===== config.mk =====
export PLATFORM = sky130hd
export DESIGN_NAME = lrft_top
export DESIGN_NICKNAME = d
export VERILOG_FILES = /design/src/lrft_pkg.sv /design/src/lrft_top.sv
export SDC_FILE = /design/constraint.sdc
export NUM_CORES = 1
export LEC_CHECK = 0
export ABC_AREA = 1
export BUFFER_PORTS_ARGS = -buffer_cell sky130_fd_sc_hd__buf_2
export CORE_MARGIN = 10
export CORE_UTILIZATION = 36
export CTS_CLUSTER_DIAMETER = 60
export DETAILED_ROUTE_END_ITERATION = 6
export PLACE_DENSITY = 0.53
export SKIP_LAST_GASP = 1
export SYNTH_ARGS = -nofsm -noshare
export SYNTH_HDL_FRONTEND = slang
export SYNTH_SLANG_ARGS = --single-unit

===== constraint.sdc =====
create_clock -name pclk -period 5.5 [get_ports pclk]
set_clock_uncertainty 0.05 [all_clocks]
set_input_delay 0.825 -clock pclk [delete_from_list [all_inputs] [get_ports pclk]]
set_output_delay 0.825 -clock pclk [all_outputs]
set_load 0.01 [all_outputs]

===== src/lrft_pkg.sv =====
package lrft_pkg;
    // clock rate
    localparam int unsigned CLK_MHZ = 200;
    // register byte offsets
    localparam logic [7:0] OFS_CTRL = 8'h00;
    localparam logic [7:0] OFS_THR_HI = 8'h04;
    localparam logic [7:0] OFS_THR_LO = 8'h08;
    localparam logic [7:0] OFS_RES_UP = 8'h0C;
    localparam logic [7:0] OFS_RES_LO = 8'h10;
    localparam logic [7:0] OFS_LINEAR = 8'h14;
    localparam logic [7:0] OFS_IRQ_STAT = 8'h18;
    localparam logic [7:0] OFS_IRQ_MASK = 8'h1C;
    localparam logic [7:0] OFS_STATUS = 8'h20;
    // control field positions
    localparam int CT_LSB = 0;
    localparam int RG_LSB = 4;
    localparam int FC_LSB = 8;
    localparam int MD_LSB = 12;
    // field values
    localparam logic [3:0] CT_MAX = 4'hB;
    localparam logic [3:0] RG_MAX = 4'h8;
    localparam logic [3:0] RG_AUTO = 4'hC;
    localparam logic [1:0] MD_STANDBY = 2'h0;
    localparam logic [1:0] MD_ONESHOT = 2'h1;
    localparam logic [1:0] MD_CONT = 2'h2;
    // reset values
    localparam logic [3:0] CT_RST = 4'h8;
    localparam logic [3:0] RG_RST = 4'hC;
    localparam logic [1:0] FC_RST = 2'h0;
    // significand layout
    localparam int SIG_W = 20;
    localparam int UP_W = 12;
    localparam int LO_W = 8;
    localparam int LIN_W = 28;
    localparam int THR_W = 36;
    localparam logic [5:0] THR_PAD = 6'h08;
    localparam int MIN_BITS = 9;
    // auto range decision points on the significand
    localparam logic [19:0] SIG_HIGH_SIDE = 20'hC0000;
    localparam logic [19:0] SIG_LOW_SIDE = 20'h10000;
    localparam logic [19:0] SIG_FULL = 20'hFFFFF;
    // interrupt status bits
    localparam int IRQ_DONE = 0;
    localparam int IRQ_HI = 1;
    localparam int IRQ_LO = 2;
    localparam int IRQ_W = 3;
    // conversion period per code, in microseconds
    localparam int unsigned CONV_US [12] = '{
        600, 1000, 1800, 3400, 6500, 12700,
        25000, 50000, 100000, 200000, 400000, 800000};

    typedef enum logic {LRFT_IDLE, LRFT_CONV} lrft_state_t;

    typedef struct packed {
        logic [3:0] exponent;
        logic [19:0] result_significand;
    } lrft_result_t;

    typedef struct packed {
        logic [3:0] exponent;
        logic [11:0] significand;
    } lrft_limit_t;
endpackage


===== src/lrft_top.sv =====
`timescale 1ns/1ps
module lrft_top #(
    parameter int unsigned CYC_PER_US = lrft_pkg::CLK_MHZ
) (
    // apb slave
    input wire logic pclk,
    input wire logic presetn,
    input wire logic psel,
    input wire logic penable,
    input wire logic pwrite,
    input wire logic [7:0] paddr,
    input wire logic [31:0] pwdata,
    output logic [31:0] prdata,
    output logic pready,
    output logic pslverr,
    // analog front end
    input wire logic [19:0] adc_code,
    input wire logic adc_ovf,
    output logic afe_start,
    output logic [3:0] afe_range,
    // interrupt
    output logic irq
);
    if (CYC_PER_US < 1 || CYC_PER_US > 5000) begin : g_chk
        $error("CYC_PER_US out of range");
    end

    // register state
    logic [3:0] ct_q;
    logic [3:0] rg_q;
    logic [1:0] fc_q;
    logic [1:0] md_q;
    lrft_pkg::lrft_limit_t thr_hi_q;
    lrft_pkg::lrft_limit_t thr_lo_q;
    lrft_pkg::lrft_result_t res_q;
    logic [27:0] lin_q;
    logic [2:0] stat_q;
    logic [2:0] stat_d;
    logic [2:0] mask_q;
    logic flag_hi_q;
    logic flag_lo_q;
    logic [31:0] prdata_q;
    logic pready_q;
    logic pslverr_q;
    logic irq_q;
    // conversion state
    lrft_pkg::lrft_state_t st_q;
    logic [31:0] cnt_q;
    logic [3:0] range_q;
    logic [3:0] hi_cnt_q;
    logic [3:0] lo_cnt_q;
    logic start_q;

    // apb decode
    wire setup = psel & ~penable;
    wire acc_done = psel & penable & pready_q;
    wire wr_en = acc_done & pwrite;
    wire rd_en = acc_done & ~pwrite;
    wire a_ctrl = paddr == lrft_pkg::OFS_CTRL;
    wire a_thi = paddr == lrft_pkg::OFS_THR_HI;
    wire a_tlo = paddr == lrft_pkg::OFS_THR_LO;
    wire a_rup = paddr == lrft_pkg::OFS_RES_UP;
    wire a_rlo = paddr == lrft_pkg::OFS_RES_LO;
    wire a_lin = paddr == lrft_pkg::OFS_LINEAR;
    wire a_ist = paddr == lrft_pkg::OFS_IRQ_STAT;
    wire a_msk = paddr == lrft_pkg::OFS_IRQ_MASK;
    wire a_sts = paddr == lrft_pkg::OFS_STATUS;
    wire a_hit = a_ctrl | a_thi | a_tlo | a_rup | a_rlo | a_lin | a_ist
        | a_msk | a_sts;

    // control write fields; illegal count and range codes leave the field unchanged, mode is written as given
    wire [3:0] w_ct = pwdata[lrft_pkg::CT_LSB +: 4];
    wire [3:0] w_rg = pwdata[lrft_pkg::RG_LSB +: 4];
    wire ct_ok = w_ct <= lrft_pkg::CT_MAX;
    wire rg_ok = (w_rg <= lrft_pkg::RG_MAX) | (w_rg == lrft_pkg::RG_AUTO);
    wire auto_rng = rg_q == lrft_pkg::RG_AUTO;

    // conversion period in cycles for the selected code
    wire [31:0] conv_cyc = 32'(lrft_pkg::CONV_US[ct_q]) * 32'(CYC_PER_US);

    // sample path: overflow at a fixed range saturates the significand
    wire [19:0] raw_sig = adc_ovf ? lrft_pkg::SIG_FULL : adc_code;
    wire [19:0] sig_now;
    // low bits beyond the effective resolution read as zero
    for (genvar i = 0; i < lrft_pkg::SIG_W; i++) begin : g_res
        wire [4:0] need = 5'(lrft_pkg::SIG_W - lrft_pkg::MIN_BITS)
            - 5'(ct_q);
        assign sig_now[i] = (5'(i) >= need) & raw_sig[i];
    end

    // linear code and expanded limits share one lsb weight
    wire [27:0] lin_now = 28'({8'h00, sig_now} << range_q);
    wire [35:0] lin_ext = {8'h00, lin_now};
    wire [35:0] thr_hi_x = 36'({24'h000000, thr_hi_q.significand})
        << (lrft_pkg::THR_PAD + 6'(thr_hi_q.exponent));
    wire [35:0] thr_lo_x = 36'({24'h000000, thr_lo_q.significand})
        << (lrft_pkg::THR_PAD + 6'(thr_lo_q.exponent));
    wire fault_hi = lin_ext > thr_hi_x;
    wire fault_lo = lin_ext < thr_lo_x;

    // persistence: code n needs 2**n consecutive faults
    wire [3:0] fc_need = 4'(1) << fc_q;
    wire [3:0] hi_next = fault_hi ? hi_cnt_q + 4'h1 : 4'h0;
    wire [3:0] lo_next = fault_lo ? lo_cnt_q + 4'h1 : 4'h0;
    wire hi_qual = hi_next >= fc_need;
    wire lo_qual = lo_next >= fc_need;

    // conversion end and its outcome
    wire conv_end = (st_q == lrft_pkg::LRFT_CONV) && (cnt_q == 32'h1);
    wire retry = auto_rng & adc_ovf & (range_q < lrft_pkg::RG_MAX);
    wire report = conv_end & ~retry;
    wire want_start = (md_q == lrft_pkg::MD_CONT)
        | (md_q == lrft_pkg::MD_ONESHOT);
    wire begin_conv = (st_q == lrft_pkg::LRFT_IDLE) & want_start;
    wire oneshot_done = report & (md_q == lrft_pkg::MD_ONESHOT);
    wire [3:0] rg_start = auto_rng ? range_q : rg_q;

    // auto range steering for the following measurement
    wire go_up = auto_rng & (sig_now >= lrft_pkg::SIG_HIGH_SIDE)
        & (range_q < lrft_pkg::RG_MAX);
    wire go_dn = auto_rng & (sig_now < lrft_pkg::SIG_LOW_SIDE)
        & (range_q != 4'h0);

    // events
    wire ev_hi = report & hi_qual & ~flag_hi_q;
    wire ev_lo = report & lo_qual & ~flag_lo_q;
    wire [2:0] ev = {ev_lo, ev_hi, report};

    // read mux
    logic [31:0] rd_val;
    always_comb begin
        rd_val = 32'h0;
        if (a_ctrl) begin
            rd_val[lrft_pkg::CT_LSB +: 4] = ct_q;
            rd_val[lrft_pkg::RG_LSB +: 4] = rg_q;
            rd_val[lrft_pkg::FC_LSB +: 2] = fc_q;
            rd_val[lrft_pkg::MD_LSB +: 2] = md_q;
        end
        if (a_thi) rd_val[15:0] = thr_hi_q;
        if (a_tlo) rd_val[15:0] = thr_lo_q;
        // upper field: exponent over top 12 significand bits
        if (a_rup) rd_val[15:0] = {res_q.exponent,
            res_q.result_significand[19:8]};
        if (a_rlo) rd_val[7:0] = res_q.result_significand[7:0];
        if (a_lin) rd_val[27:0] = lin_q;
        if (a_ist) rd_val[2:0] = stat_q;
        if (a_msk) rd_val[2:0] = mask_q;
        if (a_sts) rd_val[7:0] = {range_q, st_q == lrft_pkg::LRFT_CONV,
            1'b0, flag_lo_q, flag_hi_q};
    end

    // sticky status: a read clears only the bits it returned, so an event
    // landing between setup and access survives; a same-cycle event wins
    wire [2:0] stat_clr = (rd_en & a_ist) ? prdata_q[2:0] : 3'h0;
    assign stat_d = (stat_q & ~stat_clr) | ev;

    // apb answer: no wait state, data captured at setup
    always_ff @(posedge pclk or negedge presetn) begin
        if (!presetn) begin
            pready_q <= 1'b0;
            prdata_q <= 32'h0;
            pslverr_q <= 1'b0;
        end else begin
            pready_q <= setup;
            prdata_q <= setup ? rd_val : 32'h0;
            pslverr_q <= setup & ~a_hit;
        end
    end

    // software registers
    always_ff @(posedge pclk or negedge presetn) begin
        if (!presetn) begin
            ct_q <= lrft_pkg::CT_RST;
            rg_q <= lrft_pkg::RG_RST;
            fc_q <= lrft_pkg::FC_RST;
            md_q <= lrft_pkg::MD_STANDBY;
            thr_hi_q <= '0;
            thr_lo_q <= '0;
            mask_q <= 3'h0;
            stat_q <= 3'h0;
            irq_q <= 1'b0;
        end else begin
            stat_q <= stat_d;
            irq_q <= |(stat_d & mask_q);
            if (wr_en & a_ctrl) begin
                if (ct_ok) ct_q <= w_ct;
                if (rg_ok) rg_q <= w_rg;
                fc_q <= pwdata[lrft_pkg::FC_LSB +: 2];
                md_q <= pwdata[lrft_pkg::MD_LSB +: 2];
            end else if (oneshot_done) begin
                md_q <= lrft_pkg::MD_STANDBY;
            end
            if (wr_en & a_thi) thr_hi_q <= pwdata[15:0];
            if (wr_en & a_tlo) thr_lo_q <= pwdata[15:0];
            if (wr_en & a_msk) mask_q <= pwdata[lrft_pkg::IRQ_W-1:0];
        end
    end

    // measurement sequencer
    always_ff @(posedge pclk or negedge presetn) begin
        if (!presetn) begin
            st_q <= lrft_pkg::LRFT_IDLE;
            cnt_q <= 32'h0;
            range_q <= 4'h0;
            start_q <= 1'b0;
        end else begin
            start_q <= 1'b0;
            case (st_q)
                lrft_pkg::LRFT_IDLE: begin
                    if (begin_conv) begin
                        st_q <= lrft_pkg::LRFT_CONV;
                        cnt_q <= conv_cyc;
                        range_q <= rg_start;
                        start_q <= 1'b1;
                    end
                end
                lrft_pkg::LRFT_CONV: begin
                    if (!conv_end) begin
                        cnt_q <= cnt_q - 32'h1;
                    end else if (retry) begin
                        cnt_q <= conv_cyc;
                        range_q <= range_q + 4'h1;
                        start_q <= 1'b1;
                    end else begin
                        st_q <= lrft_pkg::LRFT_IDLE;
                        if (go_up) range_q <= range_q + 4'h1;
                        else if (go_dn) range_q <= range_q - 4'h1;
                    end
                end
                default: st_q <= lrft_pkg::LRFT_IDLE;
            endcase
        end
    end

    // result capture and limit flags
    always_ff @(posedge pclk or negedge presetn) begin
        if (!presetn) begin
            res_q <= '0;
            lin_q <= 28'h0;
            hi_cnt_q <= 4'h0;
            lo_cnt_q <= 4'h0;
            flag_hi_q <= 1'b0;
            flag_lo_q <= 1'b0;
        end else if (report) begin
            res_q <= {range_q, sig_now};
            lin_q <= lin_now;
            hi_cnt_q <= hi_qual ? fc_need : hi_next;
            lo_cnt_q <= lo_qual ? fc_need : lo_next;
            if (hi_qual) begin
                flag_hi_q <= 1'b1;
                flag_lo_q <= 1'b0;
            end else if (lo_qual) begin
                flag_lo_q <= 1'b1;
                flag_hi_q <= 1'b0;
            end
        end
    end

    // outputs
    assign prdata = prdata_q;
    assign pready = pready_q;
    assign pslverr = pslverr_q;
    assign afe_start = start_q;
    assign afe_range = range_q;
    assign irq = irq_q;
endmodule // lrft_top


After elaboration in Yosys (flattened, before gate mapping). Memory sizes are Yosys's and may differ from the RTL's. Cells that the tools add are included.

Eq/ne operators: 18. $mul: 1. Add/subtract/negate cells: 8. Magnitude comparators: 30. Shifts and indexed selects: 4. Reductions and logical operators: 11. Bitwise operators: 66. Multiplexer cells: 42.

Operators by type and width (count): 2-to-1 mux 32 bit (5); << shifter 12 x 5 -> 36 bit (2); one-hot mux 32 bit (2 select lines) (1); 2-to-1 mux 28 bit (2); 2-to-1 mux 16 bit (3); AND 1 bit (44); >= comparator 4 x 5 -> 1 bit, first input constant (8); 2-to-1 mux 4 bit (10); > comparator 28 x 36 -> 1 bit (1); less-than comparator 28 x 36 -> 1 bit (1); equality test 32 x 1 -> 1 bit, second input constant (1); equality test 8 x 5 -> 1 bit, second input constant (4); multiplier 32 x 5 -> 29 bit, second input constant (1); subtractor 32 x 1 -> 32 bit, second input constant (1); << shifter 20 x 4 -> 28 bit (1); >= comparator 20 bit, second input constant (1); >= comparator 3 x 5 -> 1 bit, first input constant (4); >= comparator 5 bit, first input constant (4); less-than comparator 20 x 17 -> 1 bit, second input constant (1); 2-to-1 mux 20 bit (1); equality test 8 x 4 -> 1 bit, second input constant (2); 2-to-1 mux 8 bit (2); adder 4 x 1 -> 4 bit, second input constant (3); adder 4 x 4 -> 5 bit, first input constant (2); 37 further kinds (75).

Memories kept: 1. Register bits: 181. ROM bits: 512. Logic and storage cells: 206. Output and inout port bits: 40. Bits of input ports: 66.

Memories: (name not given) (depth 16, width 32, rd ports 1, clocked after memory_dff 0, wr ports 0, line lrft_top.sv:79) `wire [31:0] conv_cyc = 32'(lrft_pkg::CONV_US[ct_q]) * 32'(CYC_PER_US);`.

Depth between registers and ports, before layout.
Depth after elaboration: 12. Depth in mapped cells: 39. Depth with buffers taken out: 39.

Worst setup path after synthesis. OpenSTA, ideal clock, no wires.

Kind: register to register. Start point: register ct_q[3]. End point: register irq_q, in the netlist irq. Setup time: 0.124 ns. Path buffers: 0. Data required time: 5.326 ns. Slack: 0.907 ns. Clock period less this slack: 4.593 ns. Stages on the path, launching flop included: 29. Arrival time: 4.419 ns. Cells stage by stage: dfstp_2 -> clkinv_1 -> ha_1 -> nand2_1 -> inv_1 -> nand2_1 -> nand2_1 -> o21ai_0 -> o21ai_0 -> o21ai_0 -> o21ai_0 -> o21ai_0 -> inv_1 -> ha_1 -> nand4_1 -> nor4_1 -> nand4_1 -> nand3b_1 -> nand2_2 -> nor2_1 -> ha_1 -> inv_1 -> nor2_1 -> o211ai_1 -> nand3_1 -> nand2_1 -> o21ai_2 -> nand2_1 -> nand3_1.

Word-level cells in the longest chain between the ends: 12. Elaborated cells between the ends (all ways): 55. Those cells by class: add/sub: 1; order compare: 24; shift: 1; mux: 2; bitwise: 26; reduce/logical: 1.

RTL lines: from (decl) (line lrft_top.sv:29) `logic [3:0] ct_q;`; from (signal assigned) (line lrft_top.sv:173) `ct_q <= lrft_pkg::CT_RST;`; from (signal assigned) (line lrft_top.sv:186) `if (ct_ok) ct_q <= w_ct;`; subtractor 4 x 4 -> 5 bit * (line lrft_top.sv:87) `- 5'(ct_q);`; >= comparator 1 x 5 -> 1 bit (tied with other cells) (line lrft_top.sv:88) `assign sig_now[i] = (5'(i) >= need) & raw_sig[i];`; AND 1 bit (line lrft_top.sv:88); << shifter 20 x 4 -> 28 bit * (line lrft_top.sv:92) `wire [27:0] lin_now = 28'({8'h00, sig_now} << range_q);`; net lin_now[19] (line lrft_top.sv:92); > comparator 28 x 36 -> 1 bit * (line lrft_top.sv:98) `wire fault_hi = lin_ext > thr_hi_x;`; 2-to-1 mux 4 bit * (line lrft_top.sv:103) `wire [3:0] hi_next = fault_hi ? hi_cnt_q + 4'h1 : 4'h0;`; >= comparator 4 bit * (line lrft_top.sv:105) `wire hi_qual = hi_next >= fc_need;`; AND 1 bit * (2 in series) (line lrft_top.sv:125) `wire ev_hi = report & hi_qual & ~flag_hi_q;`; OR 3 bit * (line lrft_top.sv:155) `assign stat_d = (stat_q & ~stat_clr) | ev;`; net stat_d[1] (line lrft_top.sv:38) `logic [2:0] stat_d;`; AND 3 bit * (line lrft_top.sv:184) `irq_q <= |(stat_d & mask_q);`; OR reduction 3 bit * (line lrft_top.sv:184); to (signal assigned) (line lrft_top.sv:184); to (decl) (line lrft_top.sv:45) `logic irq_q;`.

Mark *: on every way through the listed nets, which the timed path passes. The rest lies on a longest branch. A chain may end at the register's enable or synchronous reset.

Worst setup path in the final report. Same ends and word-level chain as after synthesis.

==> results.py <==
metrics = {
    "drt": {
        "post_drt_wl_per_cell_um": 18.1,
        "drt_iter0_markers": 965,
        "finalWirelength_um": 48500,
        "vias": 13900,
        "first_pass_iters": 5,
        "viasPerCell": 5.20,
        "antenna_left": 0,
        "drc": 0,
    },
    "sta": {
        "rsz0062_at_grt": "true",
        "period_share": 0.923,
        "setup_viol": 0,
        "tightest_slew_ns": 0.980,
        "fmax_mhz": 197,
        "layout_min_cycle_time_ns": 5.07,
        "fin_ws_ns": 0.426,
        "relSlewSlack": 0.345,
        "hold_violations": 0,
        "drv_slew": 0,
    },
    "setup_path": {
        "crit_type": "reg2reg",
        "required_ns": 5.81,
        "path_max_fanout": 7,
        "cp_slowest_cell": "o221ai_1",
        "rr_worst_depth": 29,
        "arrival_ns": 5.39,
        "rr_startpoint": "ct_q[3]$_DFFE_PN1P_",
        "r2r_end": "irq$_DFF_PN0_",
        "reg2reg_slack_ns": 0.43,
        "start_kind": "flip-flop",
        "crit_top_cell": "nand2_1",
        "endpoint_kind": "flip-flop",
        "cp_slowest_stage_delay_ns": 0.73,
    },
    "layout": {
        "drive_above_1_share": 0.116,
        "nNetsFinal": 2350,
        "synthToLayoutAreaGrowth_pct": 12.3,
        "fillers": 4172,
        "final_cells": 2673,
    },
    "clocking": {
        "htreeDepth": 4,
        "cts_tree": "built",
        "numClockSinks": 181,
        "clock_latency_ns": 0.49,
        "cts_max_path_buffers": 2,
        "postCtsHoldBufs": 0,
        "clkSlewWorstSetupHoldPaths_ns": 0.07,
        "root_buffer": "clkbuf_16",
        "numCtsBuffers": 17,
    },
    "die": {
        "rows": 73,
        "core_um2": 39900,
        "die_h_um": 222,
        "die_area_um2": 49100,
        "chipWidth_um": 222,
        "ioPinCount": 106,
        "start_util": 0.366,
    },
    "placement": {
        "place.gp.congestion": 0.925,
        "place_inst": 2636,
        "port_buffers": 85,
        "pre_cts_ws_ns": 0.133,
        "hpwl_um": 38500,
    },
    "logic_synthesis": {
        "syn_area_um2": 14600,
        "yosys-top-cells-area": "dfrtp_1 30%, nand2_1 13%, ha_1 12%",
        "synth_ff_type": "dfrtp_1",
        "synth_cell_types": 66,
        "synth_edf_count": 0,
        "yosysSeqAreaShare": 0.310,
        "async_reset_ff_frac": 1.00,
        "synth_top_area_frac": 0.305,
        "yosys_warnings": 0,
        "ys_ff_latch": 181,
        "netlist_instances": 2051,
        "syn_area_per_cell_um2": 7.13,
        "yosysTopAreaCell": "dfrtp_1",
    },
    "hold_path": {
        "hold_path.class": "in2async",
    },
    "global_route": {
        "antenna_found_initial": 3,
        "track_usage": 0.197,
        "first_global_vias": 13500,
        "gr-total-overflow": 0,
        "grt_pass1_wl_um": 76900,
        "grt_max_degree": 105,
    },
    "power": {
        "leakagePower_nw": 8.17,
        "vdd_drop_max_mv": 0.241,
        "powerDensity_nw_per_um2": 187,
        "power.total_mw": 3.07,
    },
    "status": {
        "status": "complete, no violations",
    },
    "job": {
        "drv_cap": 0,
    },
}
## cell type report
cell class / count / area (µm²) / share of cell area
diodes: 1 / 2.50 / 0.000152
clock buffers: 20 / 457 / 0.0278
clock inverters: 12 / 141 / 0.00861
inverters: 275 / 1040 / 0.0633
multi-input cells: 1531 / 8830 / 0.538
flip-flops and latches: 181 / 4530 / 0.276
well taps: 525 / 657 / 0.0400
repair buffers: 128 / 757 / 0.0461
## worst max-delay path by stage
stage | from | end | slack (ns) | cells after the start
after floorplan | ct_q[3]$_DFFE_PN1P_ | irq$_DFF_PN0_ | 0.91 | 28
after global placement | adc_ovf | irq$_DFF_PN0_ | 0.18 | 25
after detailed placement | ct_q[3]$_DFFE_PN1P_ | irq$_DFF_PN0_ | 0.13 | 31
after CTS | ct_q[3]$_DFFE_PN1P_ | irq$_DFF_PN0_ | 0.09 | 31
after global routing | ct_q[3]$_DFFE_PN1P_ | irq$_DFF_PN0_ | -0.01 | 30
final | ct_q[3]$_DFFE_PN1P_ | irq$_DFF_PN0_ | 0.43 | 29
## layout by cell type (no fill, tap or decap), types with 9 or more instances in the layout
cell,Yosys,final
o211ai_1,20,20
fa_1,13,13
nand2_2,10,11
nand3_1,102,101
nor3_1,15,15
ha_1,137,136
buf_4,5,43
o22ai_1,23,23
nand2_1,502,501
o21ai_0,270,254
nor2_1,141,135
a21oi_1,84,82
inv_1,257,256
a31oi_1,14,13
nand4_1,23,23
mux2i_1,11,11
conb_1,2,17
or2_2,17,17
clkbuf_16,0,17
buf_2,20,84
xor2_1,21,21
inv_2,8,9
o21a_1,12,12
o21ai_1,5,17
nor2_2,8,13
o221ai_1,17,17
dfrtp_1,178,177
## synthesized netlist by cell type (all sizes together), types with 6 or more instances
master  instances
buf            28
o21ai         277
nand3         104
o21a           12
inv           267
fa             13
nor4            9
dfrtp         178
o211ai         21
nor3           18
mux2i          11
clkinv          8
a21oi          85
or2            18
ha            137
nand4          24
a221oi          6
o221ai         17
nand2         513
clkbuf         51
o22ai          24
xor2           21
nor2          153
a31oi          14
## critical path, delay by kind of cell (launching register included)
kind,cells,cell delay [ns]
buffers and inverters,5,0.53
AND/OR/NAND/NOR,15,1.49
flip-flops,1,0.53
AO/OA/AOI/OAI,6,1.42
adder cells (fa/ha/maj),3,0.92
## logic make-up after synthesis
group	Yosys count	synth area share
buffers and inverters	354	0.0953
DFF	181	0.310
adders and majority gates	150	0.135
and+or+nand+nor	846	0.249
AOI/OAI and AO/OA	481	0.187
other	2	0.000514
xor gates and xnor gates	25	0.0150
muxes	12	0.00830
## state kept, by name, summed over array words and instances, names as in the netlist, 16 cells and up
signal and count:
thr_lo_q 16, thr_hi_q 16, cnt_q 32, lin_q 28, prdata 28, res_q 24
## report_power, final
part	total (mW)	internal (mW)	switching, mW	leakage [nW]
clock network	1.30	0.700	0.596	0.288
logic	0.436	0.148	0.288	5.50
registers	1.34	1.33	0.00484	2.38
## routing by layer
metal  global-route usage  wire length (µm)  share of wire  up-vias
li1                     -                 -              -     6972
met1                0.247             21800           0.45     6536
met2                0.331             23100           0.48      318
met3               0.0360              2070          0.043       73
met4               0.0726              1500          0.031        4
met5                    0                32        0.00066        -
## repair_timing
item                       4_1_cts  5_1_grt
setup endpoints to repair        0       15
buffers inserted                 0        4
resized for setup                0       35
## metrics by stage
stage | cell area (µm²) | hold WS, ns | util | TNS (ns)
floorplan | 14700 | 0.394 | - | 0
global placement | 15700 | 0.409 | 0.394 | 0
detailed placement | 15700 | 0.412 | 0.394 | 0
CTS | 16300 | 0.385 | 0.409 | 0
global route | 16400 | 0.415 | 0.411 | -0.0144
finish | 16400 | 0.329 | 0.411 | 0
Power figures use the tool's default switching activity.
